$ cat src/core/atk_pkg.sv
// shared constants and types of the converter and touch key readout
package atk_pkg;

  // register byte addresses on the plain register port
  localparam logic [7:0] ADDR_ADC_LOW_TOUCH_HIGH = 8'hAA; // adc_low_touch_high_data
  localparam logic [7:0] ADDR_ADC_HIGH           = 8'hAB; // adc_result_high_byte
  localparam logic [7:0] ADDR_TOUCH_LOW          = 8'hAC; // touch_counter_low_byte
  localparam logic [7:0] ADDR_TOUCH_CTRL         = 8'hAD; // touch_control
  localparam logic [7:0] ADDR_CHAN_SEL           = 8'hAE; // channel_select
  localparam logic [7:0] ADDR_P0_AEN             = 8'hAF; // port0_analog_enable
  localparam logic [7:0] ADDR_IRQ_STATUS         = 8'hB4; // sticky events, write one to clear
  localparam logic [7:0] ADDR_IRQ_MASK           = 8'hB5; // event mask
  localparam logic [7:0] ADDR_COMMAND            = 8'hB6; // start strobes, mode, irq enable
  localparam logic [7:0] ADDR_P3_MODE            = 8'hB7; // port 3 pins 3..0 mode fields

  // touch_control field positions
  localparam int TCTRL_PD_BIT   = 7;
  localparam int TCTRL_DONE_BIT = 6;
  localparam int TCTRL_RATE_LSB = 4;
  localparam int TCTRL_DBL_BIT  = 3;
  localparam int TCTRL_REF_LSB  = 0;

  // command register field positions
  localparam int CMD_ADC_START_BIT   = 0;
  localparam int CMD_TOUCH_START_BIT = 1;
  localparam int CMD_MODE_BIT        = 2;
  localparam int CMD_IRQ_EN_BIT      = 3;
  localparam int CMD_ADC_DONE_BIT    = 4;
  localparam int CMD_TOUCH_BUSY_BIT  = 5;

  // interrupt status and mask bit positions
  localparam int IRQ_TOUCH_BIT = 0;
  localparam int IRQ_ADC_BIT   = 1;

  // values after reset
  localparam logic       RST_TOUCH_PD   = 1'b1;
  localparam logic       RST_DONE_FLAG  = 1'b1;
  localparam logic [1:0] RST_TOUCH_RATE = 2'h0;
  localparam logic       RST_TOUCH_DBL  = 1'b0;
  localparam logic [2:0] RST_TOUCH_REF  = 3'h4;
  localparam logic [3:0] RST_ADC_CHAN   = 4'hF;
  localparam logic [3:0] RST_TOUCH_CHAN = 4'hF;
  localparam logic [3:0] RST_P0_AEN     = 4'h0;
  localparam logic [7:0] RST_P3_MODE    = 8'h55;
  localparam logic [1:0] RST_IRQ_MASK   = 2'h0;

  // special converter channel codes and the analog port 3 mode
  localparam logic [3:0] ADC_CHAN_GROUND   = 4'hA;
  localparam logic [3:0] ADC_CHAN_BANDGAP  = 4'hB;
  localparam logic [1:0] P3_MODE_ANALOG    = 2'h3;

  // touch gate window base, in prescaled ticks, before the reference shift
  localparam logic [15:0] TOUCH_WIN_BASE = 16'h0010;
  localparam logic [11:0] TOUCH_CNT_MAX  = 12'hFFF;

  // converter sequencer states
  typedef enum logic [0:0] {
    ADC_IDLE = 1'b0,
    ADC_WAIT = 1'b1
  } atk_adc_state_t;

  // touch counter states
  typedef enum logic [1:0] {
    TK_IDLE  = 2'b00,
    TK_RUN   = 2'b01,
    TK_LATCH = 2'b10
  } atk_tk_state_t;

endpackage

$ cat src/core/atk_readout.sv
// converter and touch key register block with interrupt
//
// Behaviour
// [RL1] converter result split: high byte, upper nibble
// [RL2] touch count split: lower nibble, low byte
// [RL3] touch logic off while power down set
// [RL4] touch done flag, zero while converting, resets one
// [RL5] two-bit touch clock rate, 00 slowest
// [RL6] charge transfer ignores rate and doubling
// [RL7] doubling bit reports doubled count
// [RL8] self-cap reference capacitor select, resets 100
// [RL9] charge transfer reads field as conversion time
// [RL10] converter channel, ground and bandgap codes
// [RL11] touch channel picks one of sixteen pads
// [RL12] port 0 pins 7..4 analog enables
// [RL13] shared interrupt needs own and global enable
// [RL14] port 3 mode 11 makes pin analog
// [RL15] clear done on start, latch then set
// [RL16] software reads result after done flag
`timescale 1ns/1ns
module atk_readout import atk_pkg::*; #(
  parameter logic [15:0] WIN_BASE = TOUCH_WIN_BASE
) (
  input  wire logic        clk,
  input  wire logic        rst_b,
  input  wire logic [7:0]  bus_addr,
  input  wire logic [7:0]  bus_wdata,
  input  wire logic        bus_wr,
  input  wire logic        bus_rd,
  output logic      [7:0]  bus_rdata,
  input  wire logic        global_irq_en,
  output logic             irq,
  input  wire logic [15:0] touch_pad,
  input  wire logic        adc_done_in,
  input  wire logic [11:0] adc_data_in,
  output logic             adc_start,
  output logic      [3:0]  adc_chan,
  output logic             adc_gnd_sel,
  output logic             adc_bandgap_sel,
  output logic             touch_enable,
  output logic      [3:0]  touch_chan,
  output logic      [2:0]  touch_ref_cap,
  output logic      [1:0]  touch_clk_rate,
  output logic             touch_charge_mode,
  output logic      [3:0]  port0_analog_en,
  output logic      [3:0]  port3_analog_en
);

  // whole block state in one word
  typedef struct packed {
    logic           tk_pd;     // touch_power_down
    logic           tk_eoc;    // touch_conversion_done
    logic [1:0]     tk_rate;   // touch_clock_rate_sel
    logic           tk_dbl;    // touch_counter_double
    logic [2:0]     tk_ref;    // touch_reference_cap_sel
    logic [3:0]     adc_ch;    // converter_channel_sel
    logic [3:0]     tk_ch;     // touch_channel_sel
    logic [3:0]     p0_aen;    // port0_analog_enable
    logic [7:0]     p3_mode;   // port 3 pins 3..0 modes
    logic           tk_charge; // charge_transfer_touch_mode
    logic           irq_en;    // convert_touch_irq_enable
    logic [1:0]     irq_stat;  // sticky events
    logic [1:0]     irq_mask;  // event mask
    atk_adc_state_t adc_state; // converter sequencer
    logic           adc_start; // start pulse to converter
    logic           done_prev; // last synced done level
    logic           adc_eoc;   // converter finished flag
    logic [11:0]    adc_res;   // latched converter result
    logic [7:0]     rdata;     // read data, one cycle late
  } atk_state_t;

  atk_state_t s_ff;  // registered state
  atk_state_t nxt_s; // next state

  logic [28:0] pins_s;     // synchronised pin bundle
  logic [15:0] pad_s;      // synced touch pads
  logic        adc_done_s; // synced converter done
  logic [11:0] adc_data_s; // synced converter data
  logic        pad_sel;    // selected pad level
  logic        tk_start;   // accepted touch start
  logic        tk_abort;   // power down mid conversion
  logic        tk_busy;    // counter running
  logic        tk_done;    // counter finish pulse
  logic [11:0] tk_result;  // latched touch count
  logic        adc_fin;    // converter finish event
  logic [1:0]  irq_clr;    // write one to clear mask
  logic        wr_cmd;     // write to command register

  // every pin passes two flops before use
  atk_sync #(
    .W (29)
  ) u_sync (
    .clk   (clk),
    .rst_b (rst_b),
    .din   ({adc_done_in, adc_data_in, touch_pad}),
    .dout  (pins_s)
  );

  assign pad_s      = pins_s[15:0];
  assign adc_data_s = pins_s[27:16];
  assign adc_done_s = pins_s[28];

  // [RL11] selected pad drives the counter
  // [RL3] no pad activity reaches it in power down
  assign pad_sel = pad_s[s_ff.tk_ch] & ~s_ff.tk_pd;

  assign wr_cmd = bus_wr && (bus_addr == ADDR_COMMAND);
  // [RL3] start accepted only with touch enabled
  // the finish cycle is already idle, so a start is also refused while done pulses
  assign tk_start = wr_cmd && bus_wdata[CMD_TOUCH_START_BIT] && !s_ff.tk_pd && !tk_busy && !tk_done;
  assign tk_abort = s_ff.tk_pd;

  atk_touch_cnt #(
    .WIN_BASE (WIN_BASE)
  ) u_touch (
    .clk         (clk),
    .rst_b       (rst_b),
    .start       (tk_start),
    .abort       (tk_abort),
    .pad_level   (pad_sel),
    .charge_mode (s_ff.tk_charge),
    .clock_rate  (s_ff.tk_rate),
    .double_en   (s_ff.tk_dbl),
    .ref_sel     (s_ff.tk_ref),
    .busy        (tk_busy),
    .done        (tk_done),
    .result      (tk_result)
  );

  // next state: bus writes, reads, sequencer, events
  always_comb begin
    nxt_s           = s_ff;
    nxt_s.adc_start = 1'b0;
    nxt_s.rdata     = 8'h00;
    nxt_s.done_prev = adc_done_s;
    adc_fin         = 1'b0;
    irq_clr         = 2'h0;

    // register writes
    if (bus_wr) begin
      case (bus_addr)
        ADDR_TOUCH_CTRL: begin
          // [RL3] power down bit, done flag not writable
          nxt_s.tk_pd   = bus_wdata[TCTRL_PD_BIT];
          // [RL5] touch clock rate field
          nxt_s.tk_rate = bus_wdata[TCTRL_RATE_LSB +: 2];
          // [RL7] doubling select
          nxt_s.tk_dbl  = bus_wdata[TCTRL_DBL_BIT];
          // [RL8] [RL9] reference or time select
          nxt_s.tk_ref  = bus_wdata[TCTRL_REF_LSB +: 3];
        end
        ADDR_CHAN_SEL: begin
          // [RL10] [RL11] both channel fields
          nxt_s.adc_ch = bus_wdata[7:4];
          nxt_s.tk_ch  = bus_wdata[3:0];
        end
        ADDR_P0_AEN: begin
          // [RL12] only bits 7..4 exist
          nxt_s.p0_aen = bus_wdata[7:4];
        end
        ADDR_IRQ_STATUS: begin
          irq_clr = bus_wdata[1:0];
        end
        ADDR_IRQ_MASK: begin
          nxt_s.irq_mask = bus_wdata[1:0];
        end
        ADDR_COMMAND: begin
          // start bits are strobes, not stored
          nxt_s.tk_charge = bus_wdata[CMD_MODE_BIT];
          nxt_s.irq_en    = bus_wdata[CMD_IRQ_EN_BIT];
        end
        ADDR_P3_MODE: begin
          nxt_s.p3_mode = bus_wdata;
        end
        default: begin
          // unmapped writes are dropped
        end
      endcase
    end

    // register reads, answered next cycle
    if (bus_rd) begin
      case (bus_addr)
        ADDR_ADC_LOW_TOUCH_HIGH: begin
          // [RL1] [RL2] shared nibble register
          nxt_s.rdata = {s_ff.adc_res[3:0], tk_result[11:8]};
        end
        ADDR_ADC_HIGH: begin
          // [RL1] result bits 11..4
          nxt_s.rdata = s_ff.adc_res[11:4];
        end
        ADDR_TOUCH_LOW: begin
          // [RL2] count bits 7..0
          nxt_s.rdata = tk_result[7:0];
        end
        ADDR_TOUCH_CTRL: begin
          // [RL4] done flag shows in bit 6
          nxt_s.rdata = {s_ff.tk_pd, s_ff.tk_eoc, s_ff.tk_rate, s_ff.tk_dbl, s_ff.tk_ref};
        end
        ADDR_CHAN_SEL: begin
          nxt_s.rdata = {s_ff.adc_ch, s_ff.tk_ch};
        end
        ADDR_P0_AEN: begin
          // low nibble reads zero
          nxt_s.rdata = {s_ff.p0_aen, 4'h0};
        end
        ADDR_IRQ_STATUS: begin
          nxt_s.rdata = {6'h00, s_ff.irq_stat};
        end
        ADDR_IRQ_MASK: begin
          nxt_s.rdata = {6'h00, s_ff.irq_mask};
        end
        ADDR_COMMAND: begin
          // [RL16] converter done flag for polling
          nxt_s.rdata = {2'h0, tk_busy, s_ff.adc_eoc, s_ff.irq_en, s_ff.tk_charge, 2'h0};
        end
        ADDR_P3_MODE: begin
          nxt_s.rdata = s_ff.p3_mode;
        end
        default: begin
          nxt_s.rdata = 8'h00;
        end
      endcase
    end

    // [RL15] touch done flag: clear on start, set on finish
    if (tk_start) begin
      nxt_s.tk_eoc = 1'b0;
    end
    // finish and abort come only after a start, so they win
    if (tk_done || (tk_busy && tk_abort)) begin
      nxt_s.tk_eoc = 1'b1;
    end

    // converter sequencer
    case (s_ff.adc_state)
      ADC_IDLE: begin
        if (wr_cmd && bus_wdata[CMD_ADC_START_BIT]) begin
          nxt_s.adc_start = 1'b1;
          nxt_s.adc_eoc   = 1'b0;
          nxt_s.adc_state = ADC_WAIT;
        end
      end
      ADC_WAIT: begin
        // data settle before done rises, so both arrive synced
        if (adc_done_s && !s_ff.done_prev && !s_ff.adc_start) begin
          nxt_s.adc_res   = adc_data_s;
          nxt_s.adc_eoc   = 1'b1;
          nxt_s.adc_state = ADC_IDLE;
          adc_fin         = 1'b1;
        end
      end
      default: begin
        nxt_s.adc_state = ADC_IDLE;
      end
    endcase

    // sticky events: a set in the clear cycle wins
    nxt_s.irq_stat = (s_ff.irq_stat & ~irq_clr);
    nxt_s.irq_stat[IRQ_TOUCH_BIT] = nxt_s.irq_stat[IRQ_TOUCH_BIT] | tk_done;
    nxt_s.irq_stat[IRQ_ADC_BIT]   = nxt_s.irq_stat[IRQ_ADC_BIT] | adc_fin;
  end

  // register the block state, reset values per field
  always_ff @(posedge clk) begin
    if (!rst_b) begin
      s_ff           <= '{adc_state: ADC_IDLE, default: '0};
      // [RL3] touch starts powered down
      s_ff.tk_pd     <= RST_TOUCH_PD;
      // [RL4] done flag resets high
      s_ff.tk_eoc    <= RST_DONE_FLAG;
      s_ff.tk_rate   <= RST_TOUCH_RATE;
      s_ff.tk_dbl    <= RST_TOUCH_DBL;
      s_ff.tk_ref    <= RST_TOUCH_REF;
      s_ff.adc_ch    <= RST_ADC_CHAN;
      s_ff.tk_ch     <= RST_TOUCH_CHAN;
      s_ff.p0_aen    <= RST_P0_AEN;
      s_ff.p3_mode   <= RST_P3_MODE;
      s_ff.irq_mask  <= RST_IRQ_MASK;
      s_ff.adc_eoc   <= RST_DONE_FLAG;
    end else begin
      s_ff <= nxt_s;
    end
  end

  // [RL13] interrupt gated by own and global enable
  assign irq = global_irq_en & s_ff.irq_en & (|(s_ff.irq_stat & s_ff.irq_mask));

  // [RL14] port 3 pins 3..0 analog when mode is 11
  genvar gi;
  generate
    for (gi = 0; gi < 4; gi = gi + 1) begin : g_p3
      assign port3_analog_en[gi] = (s_ff.p3_mode[2*gi +: 2] == P3_MODE_ANALOG);
    end
  endgenerate

  // [RL10] channel routing and special codes
  assign adc_chan          = s_ff.adc_ch;
  assign adc_gnd_sel       = (s_ff.adc_ch == ADC_CHAN_GROUND);
  assign adc_bandgap_sel   = (s_ff.adc_ch == ADC_CHAN_BANDGAP);
  assign adc_start         = s_ff.adc_start;
  assign touch_enable      = ~s_ff.tk_pd;
  assign touch_chan        = s_ff.tk_ch;
  assign touch_ref_cap     = s_ff.tk_ref;
  assign touch_clk_rate    = s_ff.tk_rate;
  assign touch_charge_mode = s_ff.tk_charge;
  // [RL12] port 0 pins 7..4 analog enables
  assign port0_analog_en   = s_ff.p0_aen;
  assign bus_rdata         = s_ff.rdata;

endmodule

$ cat src/core/atk_sync.sv
// two flip-flop synchroniser for a bundle of pin levels
`timescale 1ns/1ns
module atk_sync import atk_pkg::*; #(
  parameter int W = 1
) (
  input  wire logic         clk,
  input  wire logic         rst_b,
  input  wire logic [W-1:0] din,
  output logic      [W-1:0] dout
);

  // first stage feeds only the second stage
  typedef struct packed {
    logic [W-1:0] s1_ff; // metastable catch stage
    logic [W-1:0] s2_ff; // settled stage
  } atk_sync_t;

  atk_sync_t s_ff;  // registered state
  atk_sync_t nxt_s; // next state

  // shift the pins one stage per clock
  always_comb begin
    nxt_s       = s_ff;
    nxt_s.s1_ff = din;
    nxt_s.s2_ff = s_ff.s1_ff;
  end

  // synchronous active low reset
  always_ff @(posedge clk) begin
    if (!rst_b) begin
      s_ff <= '0;
    end else begin
      s_ff <= nxt_s;
    end
  end

  assign dout = s_ff.s2_ff;

endmodule

$ cat src/core/atk_touch_cnt.sv
// touch key gate window and pad edge counter
`timescale 1ns/1ns
module atk_touch_cnt import atk_pkg::*; #(
  parameter logic [15:0] WIN_BASE = TOUCH_WIN_BASE
) (
  input  wire logic       clk,
  input  wire logic       rst_b,
  input  wire logic       start,
  input  wire logic       abort,
  input  wire logic       pad_level,
  input  wire logic       charge_mode,
  input  wire logic [1:0] clock_rate,
  input  wire logic       double_en,
  input  wire logic [2:0] ref_sel,
  output logic            busy,
  output logic            done,
  output logic     [11:0] result
);

  // whole counter state in one word
  typedef struct packed {
    atk_tk_state_t state;    // sequencer
    logic          pad_prev; // last pad level for edges
    logic [2:0]    presc;    // tick prescaler
    logic [22:0]   win;      // gate ticks left
    logic [11:0]   cnt;      // running count
    logic [11:0]   result;   // last finished count
    logic          done;     // one cycle finish pulse
  } atk_tc_t;

  atk_tc_t s_ff;
  atk_tc_t nxt_s;
  logic [2:0] reload; // prescaler reload value
  logic       tick;   // window advances
  logic       hit;    // pad event to count

  // next state of the counter
  always_comb begin
    nxt_s          = s_ff;
    nxt_s.done     = 1'b0;
    nxt_s.pad_prev = pad_level;
    // [RL5] rate: 00 divides by eight, 11 by one
    reload = 3'(3'h7 >> clock_rate);
    // [RL6] charge transfer ignores rate and doubling
    tick = charge_mode | (s_ff.presc == 3'h0);
    // [RL7] doubled data counts both pad edges
    hit = (double_en & ~charge_mode) ? (pad_level ^ s_ff.pad_prev) : (pad_level & ~s_ff.pad_prev);
    case (s_ff.state)
      TK_IDLE: begin
        if (start) begin
          nxt_s.cnt   = 12'h000;
          // [RL8] [RL9] bigger reference code, longer window
          nxt_s.win   = 23'(WIN_BASE) << ref_sel;
          nxt_s.presc = reload;
          nxt_s.state = TK_RUN;
        end
      end
      TK_RUN: begin
        if (abort) begin
          // power down drops the conversion, result kept
          nxt_s.state = TK_IDLE;
        end else begin
          // saturate instead of wrapping on a huge count
          if (hit && s_ff.cnt != TOUCH_CNT_MAX) begin
            nxt_s.cnt = s_ff.cnt + 12'h001;
          end
          if (tick) begin
            nxt_s.presc = reload;
            if (s_ff.win <= 23'h000001) begin
              nxt_s.state = TK_LATCH;
            end else begin
              nxt_s.win = s_ff.win - 23'h000001;
            end
          end else begin
            nxt_s.presc = s_ff.presc - 3'h1;
          end
        end
      end
      TK_LATCH: begin
        // [RL15] latch the count with the finish pulse
        nxt_s.result = s_ff.cnt;
        nxt_s.done   = 1'b1;
        nxt_s.state  = TK_IDLE;
      end
      default: begin
        nxt_s.state = TK_IDLE;
      end
    endcase
  end

  // register the counter state
  always_ff @(posedge clk) begin
    if (!rst_b) begin
      s_ff <= '{state: TK_IDLE, default: '0};
    end else begin
      s_ff <= nxt_s;
    end
  end

  assign busy   = (s_ff.state != TK_IDLE);
  assign done   = s_ff.done;
  assign result = s_ff.result;

endmodule

$ cat config.mk
export PLATFORM = sky130hd
export DESIGN_NAME = atk_readout
export DESIGN_NICKNAME = d
export VERILOG_FILES = /design/src/core/atk_pkg.sv /design/src/core/atk_readout.sv /design/src/core/atk_sync.sv /design/src/core/atk_touch_cnt.sv
export SDC_FILE = /design/constraint.sdc
export NUM_CORES = 1
export LEC_CHECK = 0
export ABC_CLOCK_PERIOD_IN_PS = 6160
export BUFFER_PORTS_ARGS = -buffer_cell sky130_fd_sc_hd__buf_4
export CORE_MARGIN = 2
export CORE_UTILIZATION = 40
export CTS_BUF_LIST = sky130_fd_sc_hd__clkbuf_16
export CTS_CLUSTER_DIAMETER = 100
export DETAILED_ROUTE_END_ITERATION = 16
export HOLD_SLACK_MARGIN = 0.06
export MAX_ROUTING_LAYER = met4
export SKIP_CTS_REPAIR_TIMING = 1
export SLEW_MARGIN = 15
export SYNTH_ARGS = -nofsm -noshare
export SYNTH_HDL_FRONTEND = slang
export SYNTH_SLANG_ARGS = --single-unit
export TNS_END_PERCENT = 50
$ cat constraint.sdc
create_clock -name clk -period 6.16 [get_ports clk]
set_input_delay 0.924 -clock clk [delete_from_list [all_inputs] [get_ports clk]]
set_output_delay 0.924 -clock clk [all_outputs]
set_load 0.02 [all_outputs]
==> impl_metrics.ini, run 1 <==
[outcome]
status = complete, no violations

[floorplanning]
core-area_um2 = 17960
io_pins = 85
die_h_um = 139.4
fp.dieArea_um2 = 19430
rows = 49
die_width_um = 139.4
initial_core_util = 0.4081

[grt]
gr-usage-all-layers = 0.1989
grt_max_degree = 92
grt_overflow = 0
grt_pass1_vias = 5382
grt_first_pass_wirelength_um = 30020
antenna_found_initial = 0

[routing]
postRouteAntennaNets = 0
vias = 6050
wl_per_cell_um = 16.60
drt-total-wl_um = 18360
drtIter0Drc = 525
via_per_inst = 5.470
post-route-drc-count = 0
firstDrtPassIters = 5

[critical_path]
r2r-end = u_touch.s_ff[20]$_SDFFE_PN0P_
crit_type = flip-flop to flip-flop
cp-start-kind = flip-flop
rr_worst_depth = 10
worst-r2r-setup-slack_ns = 2.81
reg2reg_from = touch_chan[0]$_SDFFE_PN1P_
crit_required_ns = 6.53
endpoint_kind = flip-flop
path_max_fanout = 22
critPathArrivalTime_ns = 3.71

[yosys]
ys_ff_latch = 170
ys.flop_type = dfxtp_1
post_synth_and_or_nand_nor_area_fraction = 0.2610
syn_area_um2 = 7331
synthXorXnorAreaFrac = 0.002389
synth_warnings = 0
synth_area_leaders = dfxtp_1, nand2_1, and2_1
async_reset_ff_frac = 0
ys_types = 70
synth_compound_area_frac = 0.1446
syn_nets = 886
synth_fa_ha_area_frac = 0.01024
synth_top_cell_by_area = dfxtp_1
synth_edf_count = 0
synth_top_family_by_area = simple AND/OR/NAND/NOR gates
synth_top_area_share = 0.4642
synth_mux_area_frac = 0.05308
syn-instance-count = 830
avgSynthCellArea_um2 = 8.832
ys_seq_area_frac = 0.4642

[layout]
final_nets = 920
diodes = 0
area_growth_pct = 15.40
fin_area_um2 = 8459
drive_gt1_frac = 0.1619

[sta]
finalHoldViolCount = 0
fin_worst_skew_ns = 0.01113
period_share = 0.5432
drv_slew = 0
hold_ws_ns = 0.4302
rsz0062_at_grt = false
finalSetupViolCount = 0
period_minus_slack_ns = 3.346
fin_setup_tns_ns = 0
fmax_mhz = 298.8
relSlewSlack = 0.3349
worst_slew_pin_slew_ns = 0.9939

[clock_tree]
cts.path.max_buffers = 2
cts-buffers-inserted = 17
clk_pin_slew_ns = 0.08
cts.sinks = 170
clock_tree.root_cell = clkbuf_16
cts_tree = built
cts_max_level = 4
insertion_delay_ns = 0.43

[hold_path]
hp-class = flip-flop to flip-flop
hp-start = u_sync.nxt_s[3]$_SDFF_PN0_
whs_path_depth = 1
holdPathEnd = u_sync.dout[3]$_SDFF_PN0_

[job]
drv_cap = 0

[placed_design]
placed_cell_area_um2 = 7883
dp_hpwl_um = 12570
place_congestion = 0.8722
portBuffers = 84

[power_and_ir_drop]
power.leakage_nw = 3.218
powerDensity_nw_per_um2 = 264.3
vdd_drop_max_mv = 0.1999
-- power breakdown --
part           switching [mW]  internal, mW
Combinational          0.0447        0.0384
Clock                   0.492         0.539
Sequential            0.00511          1.12
Total                   0.542          1.69
-- critical path: stages, from the launching register on --
cell and delay [ns]:
dfxtp_1 0.53, mux4_2 0.55, mux4_2 0.52, and2_1 0.18, ha_1 0.28, nor3b_1 0.24
a211o_1 0.14, o211ai_1 0.08, buf_4 0.21, or4_1 0.47, nand2_1 0.07
-- cell usage after synthesis, drive strengths merged, types with 6 or more instances --
cell	instances
mux2i	22
a31oi	7
buf	40
nor2	40
nor2b	6
dfxtp	170
ha	6
o21ai	29
inv	15
nor3	16
a21oi	75
clkbuf	34
o31ai	8
or4	8
o211ai	12
and2	67
mux4	6
nand2	121
nor4	9
or3	20
and3	11
nand4	11
a22oi	6
nand3	23
-- layer usage --
| metal | up-vias | global-route usage | routed length (µm) |
|---|---|---|---|
| met3 | 22 | 0.04542 | 1051 |
| met2 | 178 | 0.2727 | 7886 |
| li1 | 2981 | - | - |
| met4 | 0 | 0.06273 | 338 |
| met5 | - | - | 0 |
| met1 | 2869 | 0.2889 | 9087 |
-- area by class of cell --
class / count / area (µm²)
Clock inverter: 15 / 151.4
Tap cell: 229 / 286.5
Multi-Input combinational cell: 570 / 3461
Clock buffer: 17 / 425.4
Inverter: 15 / 56.30
Sequential cell: 170 / 3403
Timing Repair Buffer: 90 / 675.6
Fill cell: 1760 / 9504
-- flip-flops by register name, summed over array words and instances (netlist names) --
name	cells
s_ff	30
adc_start	1
touch_ref_cap	3
u_touch.done	1
touch_charge_mode	1
bus_rdata	8
u_sync.dout	29
tk_abort	1
port0_analog_en	4
u_sync.nxt_s	29
adc_chan	4
u_touch.s_ff	41
u_touch.result	12
touch_clk_rate	2
touch_chan	4
-- per-stage QoR --
step                      utilization  setup slack [ns]  cells  total power [mW]
after global routing           0.4709             2.516   1106             2.325
final                          0.4709             2.814   1106             2.236
after CTS                      0.4709             2.782   1106             2.263
after detailed placement       0.4388             2.794   1074             1.230
after global placement         0.4388             2.868   1074             1.229
after floorplan                     -             2.985    830             1.189
-- worst max-delay path by stage --
| stage | slack [ns] | to | startpoint |
|---|---|---|---|
| floorplan | 2.99 | u_touch.s_ff[18]$_SDFFE_PN0P_ | touch_chan[0]$_SDFFE_PN1P_ |
| global route | 2.52 | u_touch.s_ff[20]$_SDFFE_PN0P_ | touch_chan[0]$_SDFFE_PN1P_ |
| global placement | 2.87 | u_touch.s_ff[20]$_SDFFE_PN0P_ | touch_chan[0]$_SDFFE_PN1P_ |
| CTS | 2.78 | u_touch.s_ff[21]$_SDFFE_PN0P_ | touch_chan[0]$_SDFFE_PN1P_ |
| finish | 2.81 | u_touch.s_ff[20]$_SDFFE_PN0P_ | touch_chan[0]$_SDFFE_PN1P_ |
| detailed placement | 2.79 | u_touch.s_ff[21]$_SDFFE_PN0P_ | touch_chan[0]$_SDFFE_PN1P_ |
-- logic make-up (layout without fill, tap and decap cells) --
family,Yosys count,after routing
simple gates,360,360
compound gates,171,171
flops,170,170
buf+inv,90,137
mux,31,31
fa+ha+maj,6,6
xor+xnor,2,2
-- cell usage in the layout, fill, tap and decap left out, types with 8 or more instances in the layout --
master     netlist  final
dfxtp_1        170    170
nand2_1        121    121
buf_4           25     90
a21oi_1         75     75
and2_1          67     67
nor2_1          40     40
o21ai_0         25     25
nand3_1         23     23
mux2i_1         22     22
or3_1           19     19
clkbuf_16        0     17
nor3_1          15     15
inv_1           15     15
nand4_1         11     11
o211ai_1        11     11
and3_1          11     11
o31ai_1          8      8
Power figures use the tool's default switching activity.
==> run 2: changes to the inputs <==
Settings changed: ABC_CLOCK_PERIOD_IN_PS 6160 to 2870.
Clock period 6.16 ns to 2.87 ns, I/O delays scaled along.
==> run 2 against run 1 <==
The run now ends with setup timing left. Combinational power increased by 120%. Fmax increased by 12%. Non-clock buffer count increased by 24. Register-to-register slack got worse by 2.9 ns. Sequential share of layout area decreased by 1.3 points. Cell area increased by 3.6%. Worst setup slack got worse by 2.9 ns. Highest routed layer unchanged.
==> impl_metrics.ini, run 2 (synthesized netlist as in run 1, its figures left out) <==
[layout]
fillerInstances = 1740
mostFrequentLayoutCell = dfxtp_1
final_nets = 944
top_regs = u_touch.s_ff (41), s_ff (30)
largest_reg_flops = 41
mostFrequentLayoutCells = dfxtp_1, nand2_1, buf_4, a21oi_1, and2_1
top_register = u_touch.s_ff
diodes = 0
drive_gt1_frac = 0.1964
fin_util = 0.4878
area_growth_pct = 19.53

[power_and_ir_drop]
power.leakage_nw = 3.370
powerDensity_nw_per_um2 = 571.8
vdd_drop_max_mv = 0.4086
switching_share = 0.2237
p_switching_mw = 1.121
p_clk_frac = 0.483
p_int_mw = 3.889
p_seq_frac = 0.480
pwr-share-comb = 0.037

[clock_tree]
clk_pin_slew_ns = 0.07
clock_tree.root_cell = clkbuf_16
insertion_delay_ns = 0.43
cts.path.max_buffers = 2
cts_tree = built
cts.sinks = 170
cts-buffers-inserted = 17
cts_max_level = 4

[placed_design]
place_congestion = 0.9141
place_ws_ns = -0.1841
dp_hpwl_um = 13290
portBuffers = 84

[routing]
drt-total-wl_um = 18350
firstDrtPassIters = 5
drtIter0Drc = 402
wl_per_cell_um = 16.24
postRouteAntennaNets = 0
post-route-drc-count = 0
via_per_inst = 5.398
vias = 6100

[sta]
relSlewSlack = 0.5666
period_share = 1.042
finalHoldViolCount = 0
finalSetupViolCount = 11
drv_slew = 0
fin_worst_skew_ns = 0.01049
rsz0062_at_grt = true
period_minus_slack_ns = 2.991
fmax_mhz = 334.3
worst_slew_pin_slew_ns = 0.6408
fin_setup_tns_ns = -0.9994
finalWorstSetupSlack_ns = -0.1212

[critical_path]
critPathArrivalTime_ns = 3.36
crit_type = flip-flop to flip-flop
cp-start-kind = flip-flop
endpoint_kind = flip-flop
cp_cell_sequence = mux4_2 > mux4_2 > and2_4 > ha_4 > nor3b_2 > a211o_1 > o211ai_1 > buf_4 > or4_4 > nand2_2
path_max_fanout = 6
reg2reg_from = touch_chan[0]$_SDFFE_PN1P_
worstSetupStartpoint = touch_chan[0]$_SDFFE_PN1P_
cp_slowest_stage_delay_ns = 0.51
crit_required_ns = 3.24
crit_top_cell = mux4_2
slowest_stage = mux4_2

[grt]
antenna_found_initial = 0
grt_first_pass_wirelength_um = 30010
gr-usage-all-layers = 0.1960
grt_pass1_vias = 5734
grt_max_degree = 36
grt_overflow = 0

[floorplanning]
die_h_um = 139.4
io_pins = 85
core-area_um2 = 17960
fp.dieArea_um2 = 19430
rows = 49
die_width_um = 139.4
initial_core_util = 0.4081

[hold_path]
hp-class = primary input to flip-flop
hp-start = adc_data_in[0]

[outcome]
status = finished, violations left
violations = setup timing

[job]
drv_cap = 0
[run 2: changes by cell type in the layout (fill, tap and decap cells not counted), sizes merged]
cell / delta
inv: +1
clkinvlp: +1
buf: +24
clkinv: -5
bufinv: +3
[run 2: worst paths after layout]
| path | endpoint | slack (ns) | cells past startpoint |
|---|---|---|---|
| min | u_sync.nxt_s[16]$_SDFF_PN0_ | 0.20 | 2 |
| max | u_touch.s_ff[20]$_SDFFE_PN0P_ | -0.12 | 10 |
| max reg2reg | u_touch.s_ff[20]$_SDFFE_PN0P_ | -0.12 | 10 |
| min reg2reg | u_sync.dout[26]$_SDFF_PN0_ | 0.43 | 1 |
[run 2: per-layer routing]
layer	vias to the layer above	track usage	routed length, µm
li1	3033	-	-
met1	2870	0.2574	8327
met2	169	0.3034	8694
met3	28	0.03269	911
met4	0	0.07549	414
met5	-	-	0
[run 2: critical path: cells and delay by family, from the launching register on]
kind	cells	cell delay, ns
mux	2	1.02
simple gates	4	0.84
flops	1	0.39
compound gates	2	0.27
fa+ha+maj	1	0.20
buf+inv	1	0.20
[run 2: cell type report]
| cell class | instances | area (µm²) | area share |
|---|---|---|---|
| Clock buffer | 17 | 425.4 | 0.04855 |
| Clock inverter | 15 | 200.2 | 0.02285 |
| Inverter | 15 | 56.30 | 0.006426 |
| Multi-Input combinational cell | 570 | 3502 | 0.3997 |
| Sequential cell | 170 | 3407 | 0.3888 |
| Tap cell | 229 | 286.5 | 0.03270 |
| Timing Repair Buffer | 114 | 884.6 | 0.1010 |
[run 2: per-stage QoR]
stage,hold WS [ns],instance area (µm²),std cells,total power [mW]
floorplan,0.4119,7350,830,2.553
global placement,0.4163,8051,1094,2.646
detailed placement,0.4188,8051,1094,2.647
CTS,0.1939,8677,1126,5.066
global route,0.1947,8762,1130,5.192
finish,0.2017,8762,1130,5.010
[run 2: power by group through the flow]
stage | combinational [mW] | sequential [mW] | clock (mW)
after floorplan | 0.0963 | 2.46 | 0
after global placement | 0.185 | 2.46 | 0
after detailed placement | 0.185 | 2.46 | 0
after CTS | 0.185 | 2.41 | 2.47
after global routing | 0.201 | 2.41 | 2.58
final | 0.185 | 2.41 | 2.42
